`config.mk`:
```
export PLATFORM = sky130hd
export DESIGN_NAME = lmse_exec
export DESIGN_NICKNAME = d
export VERILOG_FILES = /design/src/lmse_pkg.sv /design/src/lmse_if.sv /design/src/lmse_exec.sv /design/src/lmse_alu.sv
export SDC_FILE = /design/constraint.sdc
export NUM_CORES = 1
export LEC_CHECK = 0
export BUFFER_PORTS_ARGS = -buffer_cell sky130_fd_sc_hd__buf_2
export CORE_ASPECT_RATIO = 0.7
export CORE_UTILIZATION = 60
export DETAILED_ROUTE_END_ITERATION = 10
export GPL_TIMING_DRIVEN = 0
export PLACE_DENSITY = 0.92
export SYNTH_ARGS = -nofsm -noshare
export SYNTH_HDL_FRONTEND = slang
export SYNTH_HIERARCHICAL = 1
export SYNTH_SLANG_ARGS = --single-unit
```
`constraint.sdc`:
```
create_clock -name clock_i -period 6.3 [get_ports clock_i]
set_input_delay 0 -clock clock_i [delete_from_list [all_inputs] [get_ports clock_i]]
set_output_delay 0 -clock clock_i [all_outputs]
set_load 0.05 [all_outputs]
```
`src/lmse_pkg.sv`:
```
// Purpose: Shared constants and types for the logic/move/subtract datapath
// Assumes: 8-bit accumulator, 256-location data space
// Notes: Opcode encodings are local to this datapath
package lmse_pkg;
  localparam int LMSE_DATA_W = 8;
  localparam int LMSE_ADDR_W = 8;
  localparam logic [7:0] LMSE_ACC_RST = 8'h00;
  localparam logic LMSE_FLAG_RST = 1'b0;
  localparam logic LMSE_DEST_ACC = 1'b0;
  localparam logic LMSE_DEST_FILE = 1'b1;
  localparam int LMSE_NIB_W = 4;

  // Operations handled by this datapath
  typedef enum logic [3:0] {
    LMSE_OP_NOP,
    LMSE_OP_OR_IMM,
    LMSE_OP_OR_FILE,
    LMSE_OP_LOAD_FILE,
    LMSE_OP_LOAD_IMM,
    LMSE_OP_STORE,
    LMSE_OP_SUB,
    LMSE_OP_SUBB,
    LMSE_OP_XOR_IMM,
    LMSE_OP_XOR_FILE
  } lmse_op_t;
endpackage

```
`src/lmse_if.sv`:
```
// Purpose: Carries result between the ALU and the sequencing top
// Assumes: Single core clock
// Notes: Purely combinational bundle
`timescale 1ns/10ps
interface lmse_alu_if;
  import lmse_pkg::*;
  lmse_op_t op;
  logic [7:0] acc;
  logic [7:0] opnd;
  logic carry_in;
  logic [7:0] result;
  logic carry_out;
  logic nib_out;
  logic zero_out;
  modport top (output op, acc, opnd, carry_in,
    input result, carry_out, nib_out, zero_out);
  modport alu (input op, acc, opnd, carry_in,
    output result, carry_out, nib_out, zero_out);
endinterface

```
`src/lmse_exec.sv`:
```
// Purpose: One-cycle execution of logic, move and subtract instructions
// Assumes: Decoder presents one instruction per valid cycle; file data
//   is read combinationally at file_addr_o
// Notes: Outputs other than file_addr_o are registered; file write lands one cycle later
// Summary of operation
// (RULE_01) OR immediate: acc |= literal, only zero flag, one cycle.
// (RULE_02) OR file: acc OR file data, only zero flag, one cycle.
// (RULE_03) Destination bit 0 writes accumulator, 1 writes file location. Code writes a cycle later, at that cycle's operand_i on file_addr_o.
// (RULE_04) Load from file copies location into accumulator, flags kept.
// (RULE_05) Load immediate puts literal into accumulator, flags kept.
// (RULE_06) Store writes accumulator to location, accumulator and flags kept. Code writes a cycle later, at that cycle's operand_i on file_addr_o.
// (RULE_07) No-operation changes nothing and takes one cycle.
// (RULE_08) Subtract: file minus acc, routed by destination, sets all flags.
// (RULE_09) Subtract with borrow also takes inverted carry away.
// (RULE_10) XOR immediate: acc ^= literal, only zero flag.
// (RULE_11) XOR file: acc XOR file, routed by destination, only zero flag.
// (RULE_12) Carry set when no borrow; zero set for all-zero result.
// (RULE_13) Nibble flag set when no borrow out of low nibble.
`timescale 1ns/10ps
module lmse_exec
  import lmse_pkg::*;
(
  // Clock and reset
  input wire logic clock_i,
  input wire logic rst_n_i,
  // Decoder side
  input wire logic valid_i,
  input wire lmse_op_t op_i,
  input wire logic [7:0] operand_i,
  input wire logic dest_i,
  // Data memory side
  input wire logic [7:0] file_rdata_i,
  output logic [7:0] file_addr_o,
  output logic [7:0] file_wdata_o,
  output logic file_we_o,
  // Architectural state
  output logic [7:0] acc_o,
  output logic carry_o,
  output logic nibble_borrow_flag_o,
  output logic zero_o,
  output logic done_o
);
  lmse_alu_if alu_bus ();
  logic [7:0] acc_reg, acc_next;
  logic carry_reg, carry_next;
  logic nib_reg, nib_next;
  logic zero_reg, zero_next;
  logic [7:0] waddr_reg, waddr_next;
  logic [7:0] wdata_reg, wdata_next;
  logic we_reg, we_next;
  logic done_reg, done_next;

  // True for instructions reading the data location
  function automatic logic uses_file(input lmse_op_t op);
    return op inside {LMSE_OP_OR_FILE, LMSE_OP_LOAD_FILE, LMSE_OP_SUB,
      LMSE_OP_SUBB, LMSE_OP_XOR_FILE};
  endfunction

  // True for instructions honouring the destination bit
  function automatic logic has_dest(input lmse_op_t op);
    return op inside {LMSE_OP_OR_FILE, LMSE_OP_SUB, LMSE_OP_SUBB,
      LMSE_OP_XOR_FILE};
  endfunction

  // Operand selection
  assign alu_bus.op = op_i;
  assign alu_bus.acc = acc_reg;
  assign alu_bus.opnd = uses_file(op_i) ? file_rdata_i : operand_i;
  assign alu_bus.carry_in = carry_reg;
  assign file_addr_o = operand_i;

  lmse_alu u_alu (
    .bus(alu_bus)
  );

  // Next-state computation
  always_comb
  begin
    acc_next = acc_reg;
    carry_next = carry_reg;
    nib_next = nib_reg;
    zero_next = zero_reg;
    waddr_next = waddr_reg;
    wdata_next = wdata_reg;
    we_next = 1'b0;
    done_next = valid_i;
    if (valid_i)
    begin
      case (op_i)
        LMSE_OP_NOP:
          acc_next = acc_reg; // see (RULE_07)
        LMSE_OP_STORE:
        begin
          waddr_next = operand_i; // see (RULE_06)
          wdata_next = acc_reg;
          we_next = 1'b1;
        end
        LMSE_OP_LOAD_FILE, LMSE_OP_LOAD_IMM:
          acc_next = alu_bus.result; // see (RULE_04) (RULE_05)
        LMSE_OP_OR_IMM, LMSE_OP_OR_FILE, LMSE_OP_XOR_IMM,
        LMSE_OP_XOR_FILE, LMSE_OP_SUB, LMSE_OP_SUBB:
        begin
          if (has_dest(op_i) && dest_i == LMSE_DEST_FILE)
          begin
            waddr_next = operand_i; // see (RULE_03)
            wdata_next = alu_bus.result;
            we_next = 1'b1;
          end
          else
            acc_next = alu_bus.result; // see (RULE_03)
          zero_next = alu_bus.zero_out; // see (RULE_01) (RULE_02)
          if (op_i == LMSE_OP_SUB || op_i == LMSE_OP_SUBB)
          begin
            carry_next = alu_bus.carry_out; // see (RULE_08) (RULE_12)
            nib_next = alu_bus.nib_out; // see (RULE_13)
          end
        end
        default:
          acc_next = acc_reg;
      endcase
    end
  end

  // State registers
  always_ff @(posedge clock_i)
  begin
    if (!rst_n_i)
    begin
      acc_reg <= LMSE_ACC_RST;
      carry_reg <= LMSE_FLAG_RST;
      nib_reg <= LMSE_FLAG_RST;
      zero_reg <= LMSE_FLAG_RST;
      waddr_reg <= 8'h00;
      wdata_reg <= 8'h00;
      we_reg <= 1'b0;
      done_reg <= 1'b0;
    end
    else
    begin
      acc_reg <= acc_next;
      carry_reg <= carry_next;
      nib_reg <= nib_next;
      zero_reg <= zero_next;
      waddr_reg <= waddr_next;
      wdata_reg <= wdata_next;
      we_reg <= we_next;
      done_reg <= done_next;
    end
  end

  assign acc_o = acc_reg;
  assign carry_o = carry_reg;
  assign nibble_borrow_flag_o = nib_reg;
  assign zero_o = zero_reg;
  assign file_wdata_o = wdata_reg;
  assign file_we_o = we_reg;
  assign done_o = done_reg;

  // Write address kept beside data but never driven out to the memory
  logic [7:0] unused_waddr;
  assign unused_waddr = waddr_reg;

  // Checks
  AST_OR_IMM: assert property (@(posedge clock_i) disable iff (!rst_n_i)
    valid_i && op_i == LMSE_OP_OR_IMM |=> acc_reg ==
    ($past(acc_reg) | $past(operand_i)) && carry_reg == $past(carry_reg))
    else $error("or immediate wrong"); // see (RULE_01)
  AST_OR_FILE: assert property (@(posedge clock_i) disable iff (!rst_n_i)
    valid_i && op_i == LMSE_OP_OR_FILE && !dest_i |=> acc_reg ==
    ($past(acc_reg) | $past(file_rdata_i)) && nib_reg == $past(nib_reg))
    else $error("or file wrong"); // see (RULE_02)
  AST_DEST_FILE: assert property (@(posedge clock_i) disable iff (!rst_n_i)
    valid_i && has_dest(op_i) && dest_i |=> we_reg &&
    acc_reg == $past(acc_reg) && waddr_reg == $past(operand_i))
    else $error("destination file wrong"); // see (RULE_03)
  AST_LOAD_FILE: assert property (@(posedge clock_i) disable iff (!rst_n_i)
    valid_i && op_i == LMSE_OP_LOAD_FILE |=> acc_reg ==
    $past(file_rdata_i) && zero_reg == $past(zero_reg))
    else $error("load file wrong"); // see (RULE_04)
  AST_LOAD_IMM: assert property (@(posedge clock_i) disable iff (!rst_n_i)
    valid_i && op_i == LMSE_OP_LOAD_IMM |=> acc_reg == $past(operand_i)
    && $stable(carry_reg))
    else $error("load immediate wrong"); // see (RULE_05)
  AST_STORE: assert property (@(posedge clock_i) disable iff (!rst_n_i)
    valid_i && op_i == LMSE_OP_STORE |=> we_reg &&
    wdata_reg == $past(acc_reg) && $stable(acc_reg) && $stable(zero_reg))
    else $error("store wrong"); // see (RULE_06)
  AST_NOP: assert property (@(posedge clock_i) disable iff (!rst_n_i)
    valid_i && op_i == LMSE_OP_NOP |=> !we_reg && $stable(acc_reg)
    && $stable(zero_reg) && done_reg)
    else $error("nop changed state"); // see (RULE_07)
  AST_SUB: assert property (@(posedge clock_i) disable iff (!rst_n_i)
    valid_i && op_i == LMSE_OP_SUB && !dest_i |=> acc_reg ==
    8'($past(file_rdata_i) - $past(acc_reg)) &&
    carry_reg == ($past(file_rdata_i) >= $past(acc_reg)))
    else $error("subtract wrong"); // see (RULE_08) (RULE_12)
  AST_SUBB: assert property (@(posedge clock_i) disable iff (!rst_n_i)
    valid_i && op_i == LMSE_OP_SUBB && !dest_i && !carry_reg |=>
    acc_reg == 8'($past(file_rdata_i) - $past(acc_reg) - 8'h01))
    else $error("borrow subtract wrong"); // see (RULE_09)
  AST_XOR_IMM: assert property (@(posedge clock_i) disable iff (!rst_n_i)
    valid_i && op_i == LMSE_OP_XOR_IMM |=> acc_reg ==
    ($past(acc_reg) ^ $past(operand_i)) && zero_reg == (acc_reg == 8'h00))
    else $error("xor immediate wrong"); // see (RULE_10)
  AST_XOR_FILE: assert property (@(posedge clock_i) disable iff (!rst_n_i)
    valid_i && op_i == LMSE_OP_XOR_FILE && dest_i |=> wdata_reg ==
    ($past(acc_reg) ^ $past(file_rdata_i)) && $stable(carry_reg))
    else $error("xor file wrong"); // see (RULE_11)
  AST_NIB: assert property (@(posedge clock_i) disable iff (!rst_n_i)
    valid_i && op_i == LMSE_OP_SUB |=> nib_reg ==
    ($past(file_rdata_i[3:0]) >= $past(acc_reg[3:0])))
    else $error("nibble flag wrong"); // see (RULE_13)
  COV_SUB_ZERO: cover property (@(posedge clock_i)
    valid_i && op_i == LMSE_OP_SUB ##1 zero_reg && carry_reg);
  COV_SUBB_BORROW: cover property (@(posedge clock_i)
    valid_i && op_i == LMSE_OP_SUBB && !carry_reg ##1 !carry_reg);
  COV_STORE: cover property (@(posedge clock_i)
    valid_i && op_i == LMSE_OP_STORE ##1 we_reg);
  COV_DEST_FILE: cover property (@(posedge clock_i)
    valid_i && has_dest(op_i) && dest_i ##1 we_reg);
  COV_XOR_ZERO: cover property (@(posedge clock_i)
    valid_i && op_i == LMSE_OP_XOR_IMM ##1 zero_reg);
  AST_SUBB_CARRY: assert property (@(posedge clock_i) disable iff (!rst_n_i)
    valid_i && op_i == LMSE_OP_SUBB && !dest_i && carry_reg |=>
    acc_reg == 8'($past(file_rdata_i) - $past(acc_reg)) &&
    zero_reg == (acc_reg == 8'h00))
    else $error("borrow subtract with carry set wrong"); // see (RULE_09)
endmodule // lmse_exec

```
`src/lmse_alu.sv`:
```
// Purpose: Combinational result and flag generation
// Assumes: Operand is file data or literal chosen by the top
// Notes: Borrow polarity: flag high means no borrow
`timescale 1ns/10ps
module lmse_alu
  import lmse_pkg::*;
(
  lmse_alu_if.alu bus
);
  logic [8:0] diff;
  logic [4:0] ndiff;

  // Result and flags per operation
  always_comb
  begin
    diff = 9'h000;
    ndiff = 5'h00;
    bus.result = bus.acc;
    bus.carry_out = bus.carry_in;
    bus.nib_out = 1'b0;
    case (bus.op)
      LMSE_OP_OR_IMM, LMSE_OP_OR_FILE:
        bus.result = bus.acc | bus.opnd; // see (RULE_01) (RULE_02)
      LMSE_OP_XOR_IMM, LMSE_OP_XOR_FILE:
        bus.result = bus.acc ^ bus.opnd; // see (RULE_10) (RULE_11)
      LMSE_OP_LOAD_FILE, LMSE_OP_LOAD_IMM:
        bus.result = bus.opnd; // see (RULE_04) (RULE_05)
      LMSE_OP_SUB, LMSE_OP_SUBB:
      begin
        // Minus inverted carry on the borrow form
        diff = {1'b0, bus.opnd} - {1'b0, bus.acc}
          - {8'h00, (bus.op == LMSE_OP_SUBB) & ~bus.carry_in}; // see (RULE_09)
        ndiff = {1'b0, bus.opnd[3:0]} - {1'b0, bus.acc[3:0]}
          - {4'h0, (bus.op == LMSE_OP_SUBB) & ~bus.carry_in};
        bus.result = diff[7:0]; // see (RULE_08)
        bus.carry_out = ~diff[8]; // see (RULE_12)
        bus.nib_out = ~ndiff[4]; // see (RULE_13)
      end
      default:
        bus.result = bus.acc;
    endcase
    bus.zero_out = (bus.result == 8'h00); // see (RULE_12)
  end
endmodule // lmse_alu

```
==> reports/metrics.cfg <==
[routing]
antenna_violating_nets_post_route=0
route.final.wire_length_um=6939
detail_route.iter0.violations=327
wire_per_inst_um=16.68
first_pass_iters=5
detailroute.via_count=2614
routed_via_density=6.284
remaining_drc_errors=0

[sta]
slew_violations=0
hold_fails_final_rpt=0
relSlewSlack_pct=59.52
layout_min_cycle_time_ps=3951
post_route_fraction_of_the_period_consumed_by_the_critical_path_pct=62.71
totalNegativeSetupSlack_ps=0
worst_case_clock_skew_ps=1.183
final-setup-viol-count=0
grt_setup_unrepaired=false
maxClockFrequency_ghz=0.2531
hold_ws_ps=34.85
worst_pin_slew_ps=605.8

[placed_design]
finalWeightedCongestion=0.9419
place.detailed.hpwl_um=5423
port_buffers=51

[power]
internal_power_mw=0.2800
power_per_cell_area_nw_per_um2=170.9
max-vdd-ir-drop_mv=0.1437
cellLeakagePower_nw=1.305
power_switching_mw=0.2090
share_clk_of_total_power_pct=18.1
seq_power_share_pct=30.1
p_sw_share_pct=42.74
comb_power_share_pct=51.8

[clocking]
root_buffer=clkbuf_8
cts_num_sinks=21
hold_buffers=0
htreeDepth=1
clock_path_buffers=2
path_clk_slew_ps=70
post_cts_resize_count=0
cts_setup_buffers=0
clock_buffer_count_from_cts=3
clkLatencyLatePin_ps=260
cts_tree=built

[logic_synthesis]
synth_cell_types=60
syn_area_um2=2496
synth_cells=309
postSynthNetCount=357
ys.flop_type=dfxtp_1
synth_area_per_cell_um2=8.078
synth_edf_count=0
synth_sequential_area_ratio_pct=16.84
yosysWarningCount=6
synth-async-reset-ratio_pct=0
ys_ff_latch=21

[cells_and_area]
net_count_reported_at_finish=413
final_common_cell=buf_2
filler_cell_count=318
layout.cells.most_common_list=buf_2 (61), inv_1 (28), nand2_1 (22), ha_1 (22), dfxtp_1 (21)
drive_gt1_share_pct=27.20
flow.area_growth_from_synthesis_pct=14.64
antenna_cells_inserted=0

[critical_path]
data_arrival_time_at_the_worst_slack_endpoint_ps=4160
critical_path_cell_list=buf_2 > buf_2 > buf_2 > buf_2 > nand3b_1 > or3_1 > fa_1 > fa_1 > o21a_1 > nor2_1 > xnor2_1 > a221oi_1 > o221ai_1 > nor4_2 > and3_1 > o21a_1
largest_fanout_on_the_critical_path=10
required_time_reported_for_the_critical_path_endpoint_ps=6510
cp_slowest_cell=fa_1
startpoint_type=primary input
setup.worst_path.class=primary input to flop
timing.critical_path.mode_cell=buf_2
critical_path.endpoint_type=flop
cpPeakStageDelay_ps=460

[floorplanning]
std_cell_rows=19
die_area_um2=4426
die-width_um=79.09
core-area_um2=3946
die_h_um=55.97
top_level_ports=53
initial_utilization_pct=63.25

[global_route]
all_layer_global_routing_usage_pct=31.93
grt_antenna_before_repair=0
grt_first_pass_wirelength_um=11040
grt_overflow=0
vias_in_the_first_global_route=2226
pin_count_of_the_biggest_net_entering_global_routing=12

[run_status]
run_status=finished clean

[run]
drv.max_cap_violation_count=0

[worst_hold_path]
timing.hold.worst.class=primary input to flop

-- Yosys cell counts, types with 3 or more instances --
cell,n,area [µm²]
o22a_1,3,26.28
o21ai_0,11,55.05
mux2_2,9,101.4
a31oi_1,3,18.77
nor2b_1,9,56.30
buf_2,10,50.05
nor2_1,16,60.06
a211oi_1,4,30.03
a22oi_1,7,52.55
nand2b_1,7,43.79
mux2i_1,18,180.2
dfxtp_1,21,420.4
or3_1,3,18.77
o31ai_1,9,67.56
a21oi_1,15,75.07
nor3_1,4,20.02
xnor2_1,7,61.31
and3_1,5,31.28
a21oi_2,8,70.07
clkbuf_1,5,18.77
nand2_1,22,82.58
a21o_1,4,30.03
nor3b_1,3,22.52
buf_4,8,60.06
ha_1,22,275.3
o22ai_1,3,18.77
inv_1,28,105.1
-- power by group through the flow --
stage	Sequential, mW	Clock [mW]	Combinational, mW
2_1_floorplan	0.172	0	0.163
3_3_place_gp	0.149	0	0.240
3_5_place_dp	0.150	0	0.245
4_1_cts	0.147	0.0893	0.247
5_1_grt	0.148	0.0971	0.270
6_report	0.147	0.0887	0.253
-- stage by stage --
stage / power [mW] / utilization [%] / std cells / worst slack [ps] / area, µm²
floorplan: 0.3349 / - / 309 / 3081 / 2496
global placement: 0.3891 / 71.37 / 412 / 2343 / 2816
detailed placement: 0.3950 / 71.37 / 412 / 2264 / 2816
CTS: 0.4830 / 72.51 / 416 / 2500 / 2861
global route: 0.5153 / 72.51 / 416 / 2196 / 2861
finish: 0.4890 / 72.51 / 416 / 2349 / 2861
-- path summary, 6_finish.rpt --
path,start,endpoint,slack [ps],depth (start not counted)
max,op_i[2],zero_o,2350,16
min,dest_i,file_we_o,30,3
max reg2reg,carry_o,zero_o,2930,11
min reg2reg,acc_o[5],acc_o[5],520,2
-- worst max-delay path: cells and delay by family --
kind	cells	cell delay, ps
XOR/XNOR	1	100
buffers and inverters	4	910
AO/OA/AOI/OAI	4	960
adder cells (fa/ha/maj)	2	890
AND/OR/NAND/NOR	5	1300
-- layer usage --
layer  vias to the layer above  share of wire [%]  global-route usage [%]
met3                        11                 11                   4.918
met5                         -                  0                       0
met1                      1226                 46                   48.99
li1                       1225                  -                       -
met2                       152                 42                   46.55
met4                         0                1.2                   6.753
-- final cells by class --
type / count / area, µm² / area share [%]
Clock buffer: 4 / 45.04 / 1.574
Sequential cell: 21 / 420.4 / 14.69
Tap cell: 52 / 65.06 / 2.274
Timing Repair Buffer: 51 / 255.2 / 8.920
Inverter: 28 / 105.1 / 3.673
Buffer: 26 / 155.1 / 5.422
Multi-Input combinational cell: 234 / 1815 / 63.45
-- logic make-up (layout without fill, tap and decap cells) --
family                   Yosys count  count (layout)  synth area share [%]
multiplexers                      27              27                 11.28
flip-flops                        21              21                 16.84
XOR/XNOR                           8               8                 2.807
adder cells (fa/ha/maj)           24              24                 12.63
AND/OR/NAND/NOR                   85              85                 19.40
AO/OA/AOI/OAI                     90              90                 26.62
buffers and inverters             54             109                 10.43
-- state kept, by name, indices dropped and copies added, names as in the netlist --
| register | count |
|---|---|
| zero_o | 1 |
| acc_o | 8 |
| nibble_borrow_flag_o | 1 |
| file_we_o | 1 |
| carry_o | 1 |
| file_wdata_o | 8 |
| done_o | 1 |
No activity file was read; power rests on OpenSTA's default activity.
